$ cat src/design/titst_pkg.sv
// shared constants and types of the terminal interrupt, time tag and self-test block
package titst_pkg;
  localparam int CLK_MHZ = 250;
  localparam int TT_W = 16;
  localparam logic [15:0] TT_RST = 16'h0000;
  localparam logic [15:0] TT_MAX = 16'hFFFF;
  localparam int TT_MIN_US = 2;
  localparam int PST_CYCLES = 32000;
  localparam int ROM_AW = 12;
  localparam int ROM_W = 24;
  localparam int ISQ_AW = 6;
  localparam int RAM_AW = 12;
  localparam int IS1_TT_ROLL = 6;
  localparam int IS1_PARITY = 15;
  localparam int IS2_CHAIN = 0;
  localparam int IS2_SELFTEST = 1;
  localparam int IS2_USER_LSB = 2;
  localparam int BIT_FAIL_POS = 8;
  localparam logic [15:0] MASK_RST = 16'h0000;
  localparam logic [15:0] ISQ_PAR_TAG = 16'h8000;
  typedef enum logic [1:0] {FREQ_10 = 2'b00, FREQ_12 = 2'b01, FREQ_16 = 2'b10, FREQ_20 = 2'b11} titst_freq_type;
  typedef enum logic [1:0] {INT_PULSE = 2'b00, INT_LEVEL_SW = 2'b01, INT_LEVEL_AUTO = 2'b10} titst_int_type;
  typedef enum logic [1:0] {MODE_BC = 2'b00, MODE_RT = 2'b01, MODE_MON = 2'b10, MODE_RT_MON = 2'b11} titst_mode_type;
  typedef enum logic [1:0] {ST_IDLE = 2'b00, ST_PROT = 2'b01, ST_PWAIT = 2'b10, ST_RAM = 2'b11} titst_st_type;
  function automatic logic [4:0] titst_mhz(input logic [1:0] sel);
    case (sel)
      FREQ_10: titst_mhz = 5'd10;
      FREQ_12: titst_mhz = 5'd12;
      FREQ_16: titst_mhz = 5'd16;
      default: titst_mhz = 5'd20;
    endcase
  endfunction
endpackage

$ cat src/design/titst_if.sv
// carriers between the top and its time tag and ram test modules
`timescale 1ns/1ps
`default_nettype none
interface titst_tt_if;
  logic clr;
  logic load;
  logic [15:0] load_val;
  logic sw_mode;
  logic sw_inc;
  logic [2:0] res;
  logic [1:0] freq;
  logic [15:0] count;
  logic roll;
  logic term_en;
  logic samp_en;
  modport ctl (output clr, load, load_val, sw_mode, sw_inc, res, freq,
               input count, roll, term_en, samp_en);
  modport tt (input clr, load, load_val, sw_mode, sw_inc, res, freq,
              output count, roll, term_en, samp_en);
endinterface
interface titst_ram_if;
  logic start;
  logic busy;
  logic done;
  logic fail;
  logic par_err;
  logic [11:0] par_addr;
  modport ctl (output start, input busy, done, fail, par_err, par_addr);
  modport ram (input start, output busy, done, fail, par_err, par_addr);
endinterface
`default_nettype wire

$ cat src/design/titst_timetag.sv
// time tag counter with clock-rate derived prescaler
`timescale 1ns/1ps
`default_nettype none
module titst_timetag import titst_pkg::*; #(
  parameter int CLK_RATE = CLK_MHZ
) (
  // clock and reset
  input wire logic clk_i,
  input wire logic resetn_i,
  // control side
  titst_tt_if.tt tt
);
  logic [8:0] acc, acc2;
  logic [4:0] us_cnt;
  logic [5:0] res_cnt;
  logic [4:0] mhz;
  logic [9:0] sum, sum2;
  logic us_tick, inc;
  assign mhz = titst_mhz(tt.freq);
  assign sum = {1'b0, acc} + {5'b0, mhz};
  assign sum2 = {1'b0, acc2} + {4'b0, mhz, 1'b0};
  assign us_tick = tt.term_en && (us_cnt == mhz - 5'd1);
  // phase accumulators give exact average terminal and double sampling rates
  always_ff @(posedge clk_i or negedge resetn_i) begin
    if (!resetn_i) begin
      acc <= '0;
      acc2 <= '0;
      tt.term_en <= 1'b0;
      tt.samp_en <= 1'b0;
    end else begin
      tt.term_en <= sum >= 10'(CLK_RATE);
      acc <= (sum >= 10'(CLK_RATE)) ? 9'(sum - 10'(CLK_RATE)) : sum[8:0];
      tt.samp_en <= sum2 >= 10'(CLK_RATE);
      acc2 <= (sum2 >= 10'(CLK_RATE)) ? 9'(sum2 - 10'(CLK_RATE)) : sum2[8:0];
    end
  end
  always_ff @(posedge clk_i or negedge resetn_i) begin
    if (!resetn_i) begin
      us_cnt <= '0;
      res_cnt <= '0;
    end else if (tt.term_en) begin
      us_cnt <= us_tick ? 5'd0 : us_cnt + 5'd1;
      if (us_tick) begin
        res_cnt <= inc ? 6'd0 : res_cnt + 6'd1;
      end
    end
  end
  // count every 2<<res microseconds (64 for res 6 and 7, as res_cnt is 6 bits), or on software strobe
  assign inc = tt.sw_mode ? tt.sw_inc :
               us_tick && (res_cnt == 6'((TT_MIN_US << tt.res) - 1));
  always_ff @(posedge clk_i or negedge resetn_i) begin
    if (!resetn_i) begin
      tt.count <= TT_RST;
      tt.roll <= 1'b0;
    end else begin
      tt.roll <= 1'b0;
      if (tt.clr) begin
        tt.count <= TT_RST;
      end else if (tt.load) begin
        tt.count <= tt.load_val;
      end else if (inc) begin
        tt.count <= tt.count + 16'h0001;
        tt.roll <= tt.count == TT_MAX;
      end
    end
  end
endmodule
`default_nettype wire

$ cat src/design/titst_ram_bist.sv
// shared ram port with parity and the address / inverted-address ram test
`timescale 1ns/1ps
`default_nettype none
module titst_ram_bist import titst_pkg::*; #(
  parameter int AW = RAM_AW
) (
  // clock and reset
  input wire logic clk_i,
  input wire logic resetn_i,
  // test control
  titst_ram_if.ram rt,
  // user access, ignored while the test runs
  input wire logic usr_req_i,
  input wire logic usr_we_i,
  input wire logic [AW-1:0] usr_addr_i,
  input wire logic [15:0] usr_wdata_i,
  output logic usr_rvalid_o,
  output logic [15:0] usr_rdata_o,
  // ram pins, 17 bits with parity on top
  output logic [AW-1:0] ram_addr_o,
  output logic ram_we_o,
  output logic ram_re_o,
  output logic [16:0] ram_wdata_o,
  input wire logic [16:0] ram_rdata_i
);
  logic [1:0] pass;
  logic [AW-1:0] idx;
  logic rd_pend, rd_bist;
  logic [15:0] exp_q;
  logic [AW-1:0] addr_q;
  logic [15:0] pat;
  assign pat = pass[1] ? ~16'(idx) : 16'(idx);
  // even parity generated on every write
  always_ff @(posedge clk_i or negedge resetn_i) begin
    if (!resetn_i) begin
      ram_addr_o <= '0;
      ram_we_o <= 1'b0;
      ram_re_o <= 1'b0;
      ram_wdata_o <= '0;
    end else if (rt.busy) begin
      ram_addr_o <= idx;
      ram_we_o <= !pass[0];
      ram_re_o <= pass[0];
      ram_wdata_o <= {^pat, pat};
    end else begin
      ram_addr_o <= usr_addr_i;
      ram_we_o <= usr_req_i && usr_we_i;
      ram_re_o <= usr_req_i && !usr_we_i;
      ram_wdata_o <= {^usr_wdata_i, usr_wdata_i};
    end
  end
  // passes: write addr, check addr, write ~addr, check ~addr
  always_ff @(posedge clk_i or negedge resetn_i) begin
    if (!resetn_i) begin
      rt.busy <= 1'b0;
      rt.done <= 1'b0;
      rt.fail <= 1'b0;
      pass <= '0;
      idx <= '0;
    end else begin
      rt.done <= 1'b0;
      if (!rt.busy && rt.start) begin
        rt.busy <= 1'b1;
        rt.fail <= 1'b0;
        pass <= '0;
        idx <= '0;
      end else if (rt.busy) begin
        idx <= idx + 1'b1;
        if (&idx) begin
          pass <= pass + 2'd1;
          if (pass == 2'd3) begin
            rt.busy <= 1'b0;
            rt.done <= 1'b1;
          end
        end
      end
      if (rd_pend && rd_bist && ram_rdata_i[15:0] != exp_q) begin
        rt.fail <= 1'b1;
      end
    end
  end
  // one cycle read latency: check data and parity the cycle after the strobe
  always_ff @(posedge clk_i or negedge resetn_i) begin
    if (!resetn_i) begin
      rd_pend <= 1'b0;
      rd_bist <= 1'b0;
      exp_q <= '0;
      addr_q <= '0;
      usr_rvalid_o <= 1'b0;
      usr_rdata_o <= '0;
      rt.par_err <= 1'b0;
      rt.par_addr <= '0;
    end else begin
      rd_pend <= ram_re_o;
      rd_bist <= rt.busy ? |{pass, idx} : rt.done;
      exp_q <= ram_wdata_o[15:0];
      addr_q <= ram_addr_o;
      usr_rvalid_o <= rd_pend && !rd_bist;
      usr_rdata_o <= ram_rdata_i[15:0];
      rt.par_err <= rd_pend && (^ram_rdata_i);
      rt.par_addr <= 12'(addr_q);
    end
  end
endmodule
`default_nettype wire

$ cat src/design/titst_top.sv
// interrupt generator, time tag, self-test sequencing and decoder sampling
// Behaviour
// - decoders sample at twice terminal clock; single-ended option
// - 16-bit time tag, 2 to 64 us
// - software strobe may replace timed increments
// - time tag written per bc/rt message
// - time tag wrap sets status and interrupt
// - rt sync clears or loads time tag
// - filtered sync loads only if bit0 zero
// - bc sends time tag as sync data
// - sequencer loads time tag, queues its value
// - interrupt pulse, software level or auto-clear level
// - standard mode masks status; masks gate output
// - status2 bit0 chains any status1 event
// - four user interrupts in enhanced bc
// - rt/monitor interrupt queue with validity filter
// - protocol test toggles registers, about 32000 cycles
// - ram test writes/checks address, inverted address
// - protocol test at power-up; host starts tests
// - rt bit word bit 8 reports failure
// - passed test restores registers; time tag runs
// - failed test exposes first failing vector
// - ram test leaves ram altered
// - parity on ram writes, checked on reads
// - timing derived from selected input clock
`timescale 1ns/1ps
`default_nettype none
module titst_top import titst_pkg::*; #(
  parameter int PST_LEN = PST_CYCLES,
  parameter int CLK_RATE = CLK_MHZ
) (
  // clock and reset
  input wire logic clk_i,
  input wire logic resetn_i,
  // configuration
  input wire logic [1:0] mode_i,
  input wire logic [1:0] freq_sel_i,
  input wire logic [1:0] int_mode_i,
  input wire logic enh_int_i,
  input wire logic enh_bc_i,
  input wire logic single_ended_i,
  // receiver pins
  input wire logic rx_pos_i,
  input wire logic rx_neg_i,
  output logic dec_pos_o,
  output logic dec_neg_o,
  // interrupt registers
  input wire logic mask1_we_i,
  input wire logic mask2_we_i,
  input wire logic [15:0] mask_wdata_i,
  input wire logic stat1_rd_i,
  input wire logic stat2_rd_i,
  input wire logic int_clear_i,
  input wire logic [15:0] evt1_i,
  input wire logic [15:0] evt2_i,
  input wire logic [3:0] user_irq_i,
  output logic [15:0] mask1_o,
  output logic [15:0] mask2_o,
  output logic [15:0] stat1_o,
  output logic [15:0] stat2_o,
  output logic int_o,
  // time tag
  input wire logic [2:0] tt_res_i,
  input wire logic tt_sw_mode_i,
  input wire logic tt_sw_inc_i,
  input wire logic tt_we_i,
  input wire logic [15:0] tt_wdata_i,
  input wire logic sync_clr_en_i,
  input wire logic sync_load_en_i,
  input wire logic sync_filter_i,
  input wire logic sync_nodata_i,
  input wire logic sync_data_i,
  input wire logic [15:0] sync_word_i,
  input wire logic seq_tt_load_i,
  input wire logic [15:0] seq_tt_value_i,
  input wire logic seq_tt_queue_i,
  output logic [15:0] tt_count_o,
  output logic [15:0] bc_sync_word_o,
  output logic gpq_we_o,
  output logic [15:0] gpq_data_o,
  // message events
  input wire logic msg_done_i,
  input wire logic msg_valid_i,
  input wire logic msg_irq_i,
  input wire logic [15:0] msg_status_i,
  input wire logic [15:0] msg_desc_i,
  input wire logic isq_valid_en_i,
  input wire logic isq_invalid_en_i,
  input wire logic [ISQ_AW-1:0] isq_raddr_i,
  output logic desc_tt_we_o,
  output logic [15:0] desc_tt_o,
  output logic [15:0] isq_rdata_o,
  output logic [ISQ_AW-1:0] isq_wptr_o,
  // self-test
  input wire logic st_start_i,
  input wire logic st_ram_sel_i,
  output logic st_busy_o,
  output logic st_prot_fail_o,
  output logic st_ram_fail_o,
  output logic [15:0] rt_bit_word_o,
  output logic [11:0] fail_rom_addr_o,
  output logic [23:0] fail_expect_o,
  output logic [5:0] fail_target_o,
  output logic [15:0] fail_actual_o,
  // shared ram
  input wire logic ram_req_i,
  input wire logic ram_we_i,
  input wire logic [RAM_AW-1:0] ram_addr_i,
  input wire logic [15:0] ram_wdata_i,
  output logic ram_rvalid_o,
  output logic [15:0] ram_rdata_o,
  output logic [RAM_AW-1:0] ram_addr_o,
  output logic ram_we_o,
  output logic ram_re_o,
  output logic [16:0] ram_wdata_o,
  input wire logic [16:0] ram_rdata_i
);
  titst_tt_if tti();
  titst_ram_if rmi();
  titst_st_type st;
  logic [1:0] pos_s, neg_s;
  logic is_bc, is_rt, is_rtmon;
  logic [15:0] ev1, ev2, set1, set2;
  logic clr, pend_set, pending, por;
  logic [ROM_AW-1:0] vec;
  logic vph;
  logic [15:0] sav1, sav2, pat, rb;
  logic [15:0] pst_cnt;
  logic [15:0] isq [0:(1<<ISQ_AW)-1];
  logic par_pend;
  logic [11:0] par_addr_q;
  logic isq_msg, isq_par;
  assign is_bc = mode_i == MODE_BC;
  assign is_rt = mode_i == MODE_RT || mode_i == MODE_RT_MON;
  assign is_rtmon = mode_i != MODE_BC;
  titst_timetag #(.CLK_RATE(CLK_RATE)) u_tt (
    .clk_i(clk_i),
    .resetn_i(resetn_i),
    .tt(tti)
  );
  titst_ram_bist #(.AW(RAM_AW)) u_ram (
    .clk_i(clk_i),
    .resetn_i(resetn_i),
    .rt(rmi),
    .usr_req_i(ram_req_i),
    .usr_we_i(ram_we_i),
    .usr_addr_i(ram_addr_i),
    .usr_wdata_i(ram_wdata_i),
    .usr_rvalid_o(ram_rvalid_o),
    .usr_rdata_o(ram_rdata_o),
    .ram_addr_o(ram_addr_o),
    .ram_we_o(ram_we_o),
    .ram_re_o(ram_re_o),
    .ram_wdata_o(ram_wdata_o),
    .ram_rdata_i(ram_rdata_i)
  );
  // receiver pins are asynchronous: two flops before sampling
  always_ff @(posedge clk_i or negedge resetn_i) begin
    if (!resetn_i) begin
      pos_s <= '0;
      neg_s <= '0;
      dec_pos_o <= 1'b0;
      dec_neg_o <= 1'b0;
    end else begin
      pos_s <= {pos_s[0], rx_pos_i};
      neg_s <= {neg_s[0], rx_neg_i};
      if (tti.samp_en) begin
        dec_pos_o <= pos_s[1];
        dec_neg_o <= single_ended_i ? !pos_s[1] : neg_s[1];
      end
    end
  end
  // time tag control
  assign tti.freq = freq_sel_i;
  assign tti.res = tt_res_i;
  assign tti.sw_mode = tt_sw_mode_i;
  assign tti.sw_inc = tt_sw_inc_i;
  assign tti.clr = is_rt && sync_clr_en_i && sync_nodata_i;
  always_comb begin
    tti.load = 1'b0;
    tti.load_val = tt_wdata_i;
    if (tt_we_i) begin
      tti.load = 1'b1;
    end else if (is_bc && seq_tt_load_i) begin
      tti.load = 1'b1;
      tti.load_val = seq_tt_value_i;
    end else if (is_rt && sync_load_en_i && sync_data_i && !(sync_filter_i && sync_word_i[0])) begin
      tti.load = 1'b1;
      tti.load_val = sync_word_i;
    end
  end
  always_ff @(posedge clk_i or negedge resetn_i) begin
    if (!resetn_i) begin
      tt_count_o <= TT_RST;
      bc_sync_word_o <= TT_RST;
      gpq_we_o <= 1'b0;
      gpq_data_o <= '0;
      desc_tt_we_o <= 1'b0;
      desc_tt_o <= '0;
    end else begin
      tt_count_o <= tti.count;
      bc_sync_word_o <= tti.count;
      gpq_we_o <= is_bc && seq_tt_queue_i;
      gpq_data_o <= tti.count;
      desc_tt_we_o <= msg_done_i && mode_i != MODE_MON;
      desc_tt_o <= tti.count;
    end
  end
  // interrupt status: standard mode filters by mask, enhanced does not
  always_comb begin
    ev1 = evt1_i;
    ev1[IS1_TT_ROLL] = evt1_i[IS1_TT_ROLL] | tti.roll;
    ev1[IS1_PARITY] = evt1_i[IS1_PARITY] | rmi.par_err;
    ev2 = evt2_i;
    ev2[IS2_SELFTEST] = evt2_i[IS2_SELFTEST] | rmi.done | (st == ST_PWAIT && pst_cnt >= 16'(PST_LEN));
    ev2[IS2_USER_LSB +: 4] = evt2_i[IS2_USER_LSB +: 4] | (is_bc && enh_bc_i ? user_irq_i : 4'h0);
    set1 = enh_int_i ? ev1 : ev1 & mask1_o;
    ev2[IS2_CHAIN] = |set1;
    set2 = enh_int_i ? ev2 : ev2 & mask2_o;
    set2[IS2_CHAIN] = |set1;
  end
  assign clr = int_clear_i || (int_mode_i == INT_LEVEL_AUTO && (stat1_rd_i || stat2_rd_i));
  assign pend_set = |(set1 & mask1_o) || |(set2 & mask2_o);
  assign pending = |(stat1_o & mask1_o) || |(stat2_o & mask2_o);
  // a new event wins over a clear in the same cycle
  always_ff @(posedge clk_i or negedge resetn_i) begin
    if (!resetn_i) begin
      stat1_o <= '0;
      stat2_o <= '0;
    end else begin
      stat1_o <= (clr ? 16'h0000 : stat1_o) | set1;
      stat2_o <= (clr ? 16'h0000 : stat2_o) | set2;
    end
  end
  always_ff @(posedge clk_i or negedge resetn_i) begin
    if (!resetn_i) begin
      int_o <= 1'b0;
    end else if (int_mode_i == INT_PULSE) begin
      int_o <= pend_set;
    end else begin
      int_o <= (pending && !clr) || pend_set;
    end
  end
  // masks: host writes are held off while the protocol test owns them
  always_ff @(posedge clk_i or negedge resetn_i) begin
    if (!resetn_i) begin
      mask1_o <= MASK_RST;
      mask2_o <= MASK_RST;
    end else if (st == ST_PROT) begin
      if (!vph && !vec[0]) begin
        mask1_o <= pat;
      end
      if (!vph && vec[0]) begin
        mask2_o <= pat;
      end
      if (vph && &vec) begin
        mask1_o <= sav1;
        mask2_o <= sav2;
      end
    end else begin
      if (mask1_we_i) begin
        mask1_o <= mask_wdata_i;
      end
      if (mask2_we_i) begin
        mask2_o <= mask_wdata_i;
      end
    end
  end
  // self-test sequencing; time tag keeps counting throughout
  assign pat = {vec[3:0], ~vec};
  assign rb = vec[0] ? mask2_o : mask1_o;
  assign rmi.start = st == ST_IDLE && !por && st_start_i && st_ram_sel_i;
  always_ff @(posedge clk_i or negedge resetn_i) begin
    if (!resetn_i) begin
      st <= ST_IDLE;
      por <= 1'b1;
      vec <= '0;
      vph <= 1'b0;
      sav1 <= '0;
      sav2 <= '0;
      pst_cnt <= '0;
      st_prot_fail_o <= 1'b0;
      fail_rom_addr_o <= '0;
      fail_expect_o <= '0;
      fail_target_o <= '0;
      fail_actual_o <= '0;
    end else begin
      case (st)
        ST_IDLE: begin
          if (por || (st_start_i && !st_ram_sel_i)) begin
            st <= ST_PROT;
            por <= 1'b0;
            vec <= '0;
            vph <= 1'b0;
            pst_cnt <= '0;
            sav1 <= mask1_o;
            sav2 <= mask2_o;
            st_prot_fail_o <= 1'b0;
          end else if (st_start_i) begin
            st <= ST_RAM;
          end
        end
        ST_PROT: begin
          vph <= !vph;
          if (vph) begin
            vec <= vec + 1'b1;
            if (rb != pat && !st_prot_fail_o) begin
              st_prot_fail_o <= 1'b1;
              fail_rom_addr_o <= vec;
              fail_expect_o <= {6'(vec[0]), 2'b00, pat};
              fail_target_o <= 6'(vec[0]);
              fail_actual_o <= rb;
            end
            if (&vec) begin
              st <= ST_PWAIT;
            end
          end
        end
        ST_PWAIT: begin
          if (pst_cnt >= 16'(PST_LEN)) begin
            st <= ST_IDLE;
          end
        end
        ST_RAM: begin
          if (rmi.done) begin
            st <= ST_IDLE;
          end
        end
        default: st <= ST_IDLE;
      endcase
      if (st != ST_IDLE && st != ST_RAM && tti.term_en) begin
        pst_cnt <= pst_cnt + 16'h0001;
      end
    end
  end
  always_ff @(posedge clk_i or negedge resetn_i) begin
    if (!resetn_i) begin
      st_busy_o <= 1'b0;
      st_ram_fail_o <= 1'b0;
      rt_bit_word_o <= '0;
    end else begin
      st_busy_o <= st != ST_IDLE || por;
      st_ram_fail_o <= rmi.fail;
      rt_bit_word_o <= is_rt ? 16'((st_prot_fail_o | rmi.fail) << BIT_FAIL_POS) : 16'h0000;
    end
  end
  // interrupt status queue, two words per entry
  assign isq_msg = msg_done_i && is_rtmon && msg_irq_i &&
                   (msg_valid_i ? isq_valid_en_i : isq_invalid_en_i);
  assign isq_par = (rmi.par_err || par_pend) && is_rtmon && !isq_msg;
  always_ff @(posedge clk_i) begin
    if (isq_msg) begin
      isq[isq_wptr_o] <= msg_status_i;
      isq[isq_wptr_o + 6'd1] <= msg_desc_i;
    end else if (isq_par) begin
      isq[isq_wptr_o] <= ISQ_PAR_TAG;
      isq[isq_wptr_o + 6'd1] <= {4'h0, rmi.par_err ? rmi.par_addr : par_addr_q};
    end
  end
  // a parity report colliding with a message waits for the first cycle with no message entry
  always_ff @(posedge clk_i or negedge resetn_i) begin
    if (!resetn_i) begin
      isq_wptr_o <= '0;
      par_pend <= 1'b0;
      par_addr_q <= '0;
      isq_rdata_o <= '0;
    end else begin
      isq_rdata_o <= isq[isq_raddr_i];
      if (isq_msg || isq_par) begin
        isq_wptr_o <= isq_wptr_o + 6'd2;
      end
      par_pend <= (rmi.par_err || par_pend) && isq_msg && is_rtmon;
      if (rmi.par_err) begin
        par_addr_q <= rmi.par_addr;
      end
    end
  end
endmodule
`default_nettype wire

$ cat config.mk
export PLATFORM = sky130hd
export DESIGN_NAME = titst_top
export DESIGN_NICKNAME = d
export VERILOG_FILES = /design/src/design/titst_pkg.sv /design/src/design/titst_if.sv /design/src/design/titst_timetag.sv /design/src/design/titst_ram_bist.sv /design/src/design/titst_top.sv
export SDC_FILE = /design/constraint.sdc
export NUM_CORES = 2
export LEC_CHECK = 0
export BUFFER_PORTS_ARGS = -buffer_cell sky130_fd_sc_hd__buf_2
export CELL_PAD_IN_SITES_DETAIL_PLACEMENT = 0
export CELL_PAD_IN_SITES_GLOBAL_PLACEMENT = 1
export CORE_UTILIZATION = 46
export DETAILED_ROUTE_END_ITERATION = 7
export PLACE_DENSITY = 0.82
export SETUP_SLACK_MARGIN = 0.1
export SYNTH_ARGS = -nofsm -noshare
export SYNTH_HDL_FRONTEND = slang
export SYNTH_SLANG_ARGS = --single-unit
$ cat constraint.sdc
create_clock -name clk_i -period 3.38 [get_ports clk_i]
set_input_delay 0.169 -clock clk_i [delete_from_list [all_inputs] [get_ports clk_i]]
set_output_delay 0.169 -clock clk_i [all_outputs]
set_load 0.1 [all_outputs]
==> impl_results.html <==
<table>
<tr><th>Metric</th><th>Value</th></tr>
<tr><th colspan="2">Run status</th></tr>
<tr><td>Status</td><td>completed</td></tr>
<tr><th colspan="2">Synthesis</th></tr>
<tr><td>Number of instances in the synthesized netlist</td><td>3261</td></tr>
<tr><td>Ranking of synthesized cells by instance count</td><td>sky130_fd_sc_hd__edfxtp_1, sky130_fd_sc_hd__dfrtp_1, sky130_fd_sc_hd__mux4_2, sky130_fd_sc_hd__nand2_1, sky130_fd_sc_hd__nor2_1</td></tr>
<tr><td>Leading cell type by number of instances after synthesis</td><td>sky130_fd_sc_hd__edfxtp_1</td></tr>
<tr><td>Prevailing post-synth register cell</td><td>sky130_fd_sc_hd__edfxtp_1</td></tr>
<tr><td>Seq cells post-synth</td><td>around 1.4k</td></tr>
<tr><td>Netlist Area Pre-Place</td><td>around 57000 sq um</td></tr>
<tr><td>Yosys warnings</td><td>0</td></tr>
<tr><td>Share of the yosys chip area belonging to registers</td><td>a little over two thirds</td></tr>
<tr><td>Portion of synthesized cell area occupied by the leading cell type</td><td>between 50% and 60%</td></tr>
<tr><td>Post-synthesis cell type with the largest combined area</td><td>sky130_fd_sc_hd__edfxtp_1</td></tr>
<tr><td>Number of different library cells in the post-synthesis netlist</td><td>~80</td></tr>
<tr><td>Main area contributors after synthesis</td><td>sky130_fd_sc_hd__edfxtp_1, sky130_fd_sc_hd__dfrtp_1, sky130_fd_sc_hd__mux4_2</td></tr>
<tr><td>Synth async-reset ratio</td><td>27.32%</td></tr>
<tr><td>Post-synth EDFFs</td><td>1024</td></tr>
<tr><td>Mean instance size in the synthesized netlist</td><td>~18 sq um</td></tr>
<tr><th colspan="2">Critical path</th></tr>
<tr><td>Sort of element at the end of the critical path</td><td>register</td></tr>
<tr><td>Worst reg-to-reg setup slack</td><td>approximately 0.23 ns</td></tr>
<tr><td>Setup CP Type</td><td>register to register</td></tr>
<tr><td>Highest fanout seen on the critical path</td><td>6</td></tr>
<tr><td>Count of buffer and inverter cells on the critical path</td><td>3</td></tr>
<tr><td>Largest incremental delay on the critical path</td><td>0.63 ns</td></tr>
<tr><td>Data required time of the worst path</td><td>4.01 ns</td></tr>
<tr><td>Critical path arrival</td><td>3.78 ns</td></tr>
<tr><td>Critical path launch point type</td><td>register</td></tr>
<tr><td>Worst path top cell family by delay</td><td>buffers and inverters</td></tr>
<tr><td>Series of cell instances along the critical path</td><td>buf_4 &gt; a22oi_1 &gt; nand4_1 &gt; or4_1 &gt; o211ai_1 &gt; dlygate4sd3_1 &gt; nand4b_1 &gt; dlygate4sd3_1</td></tr>
<tr><td>Destination of the worst register-to-register timing path</td><td>int_o$_DFF_PN0_</td></tr>
<tr><td>Logic depth of the worst register-to-register path</td><td>8</td></tr>
<tr><td>Cell at the slowest stage of the critical path</td><td>sky130_fd_sc_hd__or4_1</td></tr>
<tr><td>Cell with the most instances on the worst path</td><td>sky130_fd_sc_hd__dlygate4sd3_1</td></tr>
<tr><td>Launch instance of the worst register-to-register path</td><td>mask1_o[7]$_DFFE_PN0P_</td></tr>
<tr><th colspan="2">Floorplan</th></tr>
<tr><td>Number of rows created at floorplan</td><td>129</td></tr>
<tr><td>Full die area</td><td>126000 sq um</td></tr>
<tr><td>I/O pin count</td><td>503</td></tr>
<tr><td>Initial core utilization</td><td>46.36%</td></tr>
<tr><td>Die Width</td><td>355.0 um</td></tr>
<tr><td>Placeable core area</td><td>123600 sq um</td></tr>
<tr><td>Die Y</td><td>approximately 350 um</td></tr>
<tr><th colspan="2">Routing</th></tr>
<tr><td>Post-DR vias/cell</td><td>5.721</td></tr>
<tr><td>Router iterations before antenna repair</td><td>5</td></tr>
<tr><td>Routed len/inst</td><td>26.06 um</td></tr>
<tr><td>Overall via count from detail_route</td><td>roughly 33k</td></tr>
<tr><td>Number of nets with antenna violations after routing</td><td>0</td></tr>
<tr><td>DR DRC count</td><td>0</td></tr>
<tr><td>Number of DRC markers in iteration 0</td><td>3577</td></tr>
<tr><td>Aggregate routed wire length</td><td>approximately 150 mm</td></tr>
<tr><th colspan="2">Power and ir drop</th></tr>
<tr><td>Static Leakage</td><td>about 25 nW</td></tr>
<tr><td>Power density cells</td><td>roughly 770 nW/um^2</td></tr>
<tr><td>Peak supply drop</td><td>0.001011 V</td></tr>
<tr><th colspan="2">Placement</th></tr>
<tr><td>DP Wirelength</td><td>94.07 mm</td></tr>
<tr><td>Area post-placement</td><td>around 63000 sq um</td></tr>
<tr><td>Number of buffers added on ports</td><td>473</td></tr>
<tr><td>Placer congestion estimate</td><td>0.9106</td></tr>
<tr><td>Placement-stage worst setup slack</td><td>approximately 0.34 ns</td></tr>
<tr><th colspan="2">Cells and area</th></tr>
<tr><td>Area Overhead vs Synth</td><td>20.22%</td></tr>
<tr><td>Filler Cell Count</td><td>9482</td></tr>
<tr><td>Fraction of layout cells with a size suffix above 1</td><td>32.14%</td></tr>
<tr><td>Final layout net count</td><td>approximately 4.3k</td></tr>
<tr><td>Post-Layout Inst Area</td><td>68910 sq um</td></tr>
<tr><td>Final Util</td><td>between 50 and 60%</td></tr>
<tr><th colspan="2">Clock network</th></tr>
<tr><td>CTS H-tree depth</td><td>4</td></tr>
<tr><td>Number of CTS-inserted buffers</td><td>145</td></tr>
<tr><td>Number of setup buffers added after CTS</td><td>0</td></tr>
<tr><td>TritonCTS clock tree</td><td>built</td></tr>
<tr><td>Maximum clock insertion buffer count</td><td>3</td></tr>
<tr><td>CTS root buffer</td><td>sky130_fd_sc_hd__clkbuf_16</td></tr>
<tr><td>Clk slew on worst S/H paths</td><td>0.06 ns</td></tr>
<tr><td>Number of clock sinks</td><td>1409</td></tr>
<tr><td>Clk_lat worst skew</td><td>between 0.7 and 0.8 ns</td></tr>
<tr><th colspan="2">Timing</th></tr>
<tr><td>Timing-limited maximum frequency</td><td>approximately 320 MHz</td></tr>
<tr><td>Final worst-path setup slack</td><td>0.2284 ns</td></tr>
<tr><td>Share of the clock period used by the worst path after layout</td><td>93.24%</td></tr>
<tr><td>RSZ-0062 raised after global routing</td><td>no</td></tr>
<tr><td>Hold Slack</td><td>0.05136 ns</td></tr>
<tr><td>Final TNS setup</td><td>0 ns</td></tr>
<tr><td>Min Tclk post-route</td><td>about 3.2 ns</td></tr>
<tr><td>Max transition margin</td><td>29.30%</td></tr>
<tr><td>Count of endpoints failing setup in the final report</td><td>0</td></tr>
<tr><td>Final number of hold-violating endpoints</td><td>0</td></tr>
<tr><td>Count of final max-slew check failures</td><td>0</td></tr>
<tr><td>Post-Route Skew</td><td>roughly 0.026 ns</td></tr>
<tr><td>Worst slew pin tran</td><td>1.060 ns</td></tr>
<tr><th colspan="2">Min path</th></tr>
<tr><td>Worst Hold Depth</td><td>5</td></tr>
<tr><td>Path category of the worst min-delay check</td><td>primary input to register</td></tr>
<tr><td>Worst min-delay path endpoint</td><td>stat1_o[15]$_DFF_PN0_</td></tr>
<tr><td>Launch instance of the worst min-delay path</td><td>int_clear_i</td></tr>
<tr><th colspan="2">GRT</th></tr>
<tr><td>Vias in the first global route</td><td>roughly 34k</td></tr>
<tr><td>Wire length of the first global-routing pass</td><td>221.7 mm</td></tr>
<tr><td>Leftover overflow at the end of global routing</td><td>0</td></tr>
<tr><td>Maximum number of pins on one net before global-route repair</td><td>~90</td></tr>
<tr><td>All-layer global routing usage</td><td>23.88%</td></tr>
<tr><td>Number of antenna violations at the first check in global routing</td><td>7</td></tr>
<tr><th colspan="2">Flow run</th></tr>
<tr><td>Count of maximum capacitance violations</td><td>0</td></tr>
</table>
## power breakdown
| group | total [mW] | switching [mW] | leakage, nW | internal (mW) |
|---|---|---|---|---|
| clock | 15.4 | 6.81 | 2.23 | 8.63 |
| sequential | 22.4 | 1.53 | 14.0 | 20.9 |
| combinational | 15.2 | 11.5 | 9.02 | 3.77 |
| total | 53.1 | 19.8 | 25.2 | 33.2 |
## worst register-to-register path: stages (launching register included)
cell	delay [ns]
sky130_fd_sc_hd__dfrtp_1	0.41
sky130_fd_sc_hd__buf_4	0.17
sky130_fd_sc_hd__a22oi_1	0.27
sky130_fd_sc_hd__nand4_1	0.13
sky130_fd_sc_hd__or4_1	0.63
sky130_fd_sc_hd__o211ai_1	0.14
sky130_fd_sc_hd__dlygate4sd3_1	0.58
sky130_fd_sc_hd__nand4b_1	0.12
sky130_fd_sc_hd__dlygate4sd3_1	0.59
## routing by layer
metal	vias up	routed length [um]	global-route usage, %	share of wire, %
li1	14090	-	-	-
met1	17010	57960	31.33	39
met2	1561	75140	40.12	50
met3	262	12510	4.774	8.3
met4	8	4299	7.578	2.9
met5	-	57	0	0.038
## metrics by stage
stage | power (mW) | instances
finish | 53.06 | 5755
global route | 54.90 | 5754
CTS | 53.27 | 5754
detailed placement | 37.65 | 5326
global placement | 37.46 | 5326
floorplan | 33.56 | 3288
## cell families after synthesis
| group | Yosys count | synth area share, % |
|---|---|---|
| simple gates | 516 | 4.215 |
| flops | 1409 | 70.46 |
| compound gates | 384 | 4.244 |
| buf+inv | 321 | 2.814 |
| fa+ha+maj | 35 | 0.7815 |
| mux | 469 | 15.55 |
| xor+xnor | 126 | 1.925 |
| other cells | 1 | 0.006543 |
## layout by cell type, fill, tap and decap left out, types with 11 or more instances in the layout
cell type and n:
sky130_fd_sc_hd__edfxtp_1 1024, sky130_fd_sc_hd__buf_2 468, sky130_fd_sc_hd__dfrtp_1 382, sky130_fd_sc_hd__mux4_2 328, sky130_fd_sc_hd__nand2_1 174, sky130_fd_sc_hd__dlygate4sd3_1 163, sky130_fd_sc_hd__clkbuf_16 146, sky130_fd_sc_hd__buf_4 124
sky130_fd_sc_hd__o21ai_0 122, sky130_fd_sc_hd__nor2_1 105, sky130_fd_sc_hd__mux2_2 93, sky130_fd_sc_hd__a21oi_1 88, sky130_fd_sc_hd__inv_1 78, sky130_fd_sc_hd__xnor2_1 76, sky130_fd_sc_hd__nand3_1 52, sky130_fd_sc_hd__xor2_1 50
sky130_fd_sc_hd__mux2i_1 48, sky130_fd_sc_hd__buf_12 47, sky130_fd_sc_hd__clkbuf_1 39, sky130_fd_sc_hd__nor2_4 32, sky130_fd_sc_hd__ha_1 31, sky130_fd_sc_hd__conb_1 28, sky130_fd_sc_hd__and2_1 26, sky130_fd_sc_hd__a22oi_1 25
sky130_fd_sc_hd__clkinv_2 24, sky130_fd_sc_hd__nand4_1 23, sky130_fd_sc_hd__o31ai_1 22, sky130_fd_sc_hd__clkinv_1 22, sky130_fd_sc_hd__o22ai_1 19, sky130_fd_sc_hd__nand2b_1 15, sky130_fd_sc_hd__a211oi_1 14, sky130_fd_sc_hd__nor2b_1 13
sky130_fd_sc_hd__nor3_1 13, sky130_fd_sc_hd__and3_1 13, sky130_fd_sc_hd__o22a_1 13, sky130_fd_sc_hd__nor4_1 11
## sequential cells by signal, summed over array words and instances, names as in the netlist, 16 cells and up
| signal | flops |
|---|---|
| isq | 1024 |
| u_ram.ram_wdata_o | 17 |
| desc_tt_o | 16 |
| fail_actual_o | 16 |
| isq_rdata_o | 16 |
| mask1_o | 16 |
| mask2_o | 16 |
| pst_cnt | 16 |
| sav1 | 16 |
| sav2 | 16 |
| stat1_o | 16 |
| stat2_o | 16 |
| u_ram.exp_q | 16 |
| u_ram.usr_rdata_o | 16 |
| u_tt.tt.count | 16 |
## worst max path at each step
stage	slack, ns	endpoint	cells past startpoint	start
final	0.23	int_o$_DFF_PN0_	8	mask1_o[7]$_DFFE_PN0P_
after global routing	0.11	int_o$_DFF_PN0_	7	mask1_o[15]$_DFFE_PN0P_
after detailed placement	0.34	fail_rom_addr_o[10]$_DFFE_PN0P_	8	vec[0]$_DFFE_PN0P_
after global placement	0.39	fail_expect_o[1]$_DFFE_PN0P_	8	vec[0]$_DFFE_PN0P_
after CTS	0.24	int_o$_DFF_PN0_	7	mask1_o[15]$_DFFE_PN0P_
after floorplan	-0.13	isq[34][0]$_DFFE_PP_	3	isq_wptr_o[5]$_DFFE_PN0P_
## what timing repair did
| action | in CTS | in global routing |
|---|---|---|
| hold buffers | 163 | 0 |
| gates resized for setup | 0 | 2 |
| endpoints found under the hold margin | 228 | 0 |
| setup endpoints to repair | 0 | 1 |
## area by class of cell
type,instances,area (sq um),area share (%)
Clock buffer,193,3910,5.674
Multi-Input combinational cell,1558,15700,22.78
Timing Repair Buffer,805,5891,8.549
Inverter,80,300.3,0.4358
Clock inverter,72,671.9,0.9751
Sequential cell,1409,40390,58.61
Tap cell,1637,2048,2.972
Antenna cell,1,2.502,0.003632
Power figures use the tool's default switching activity.
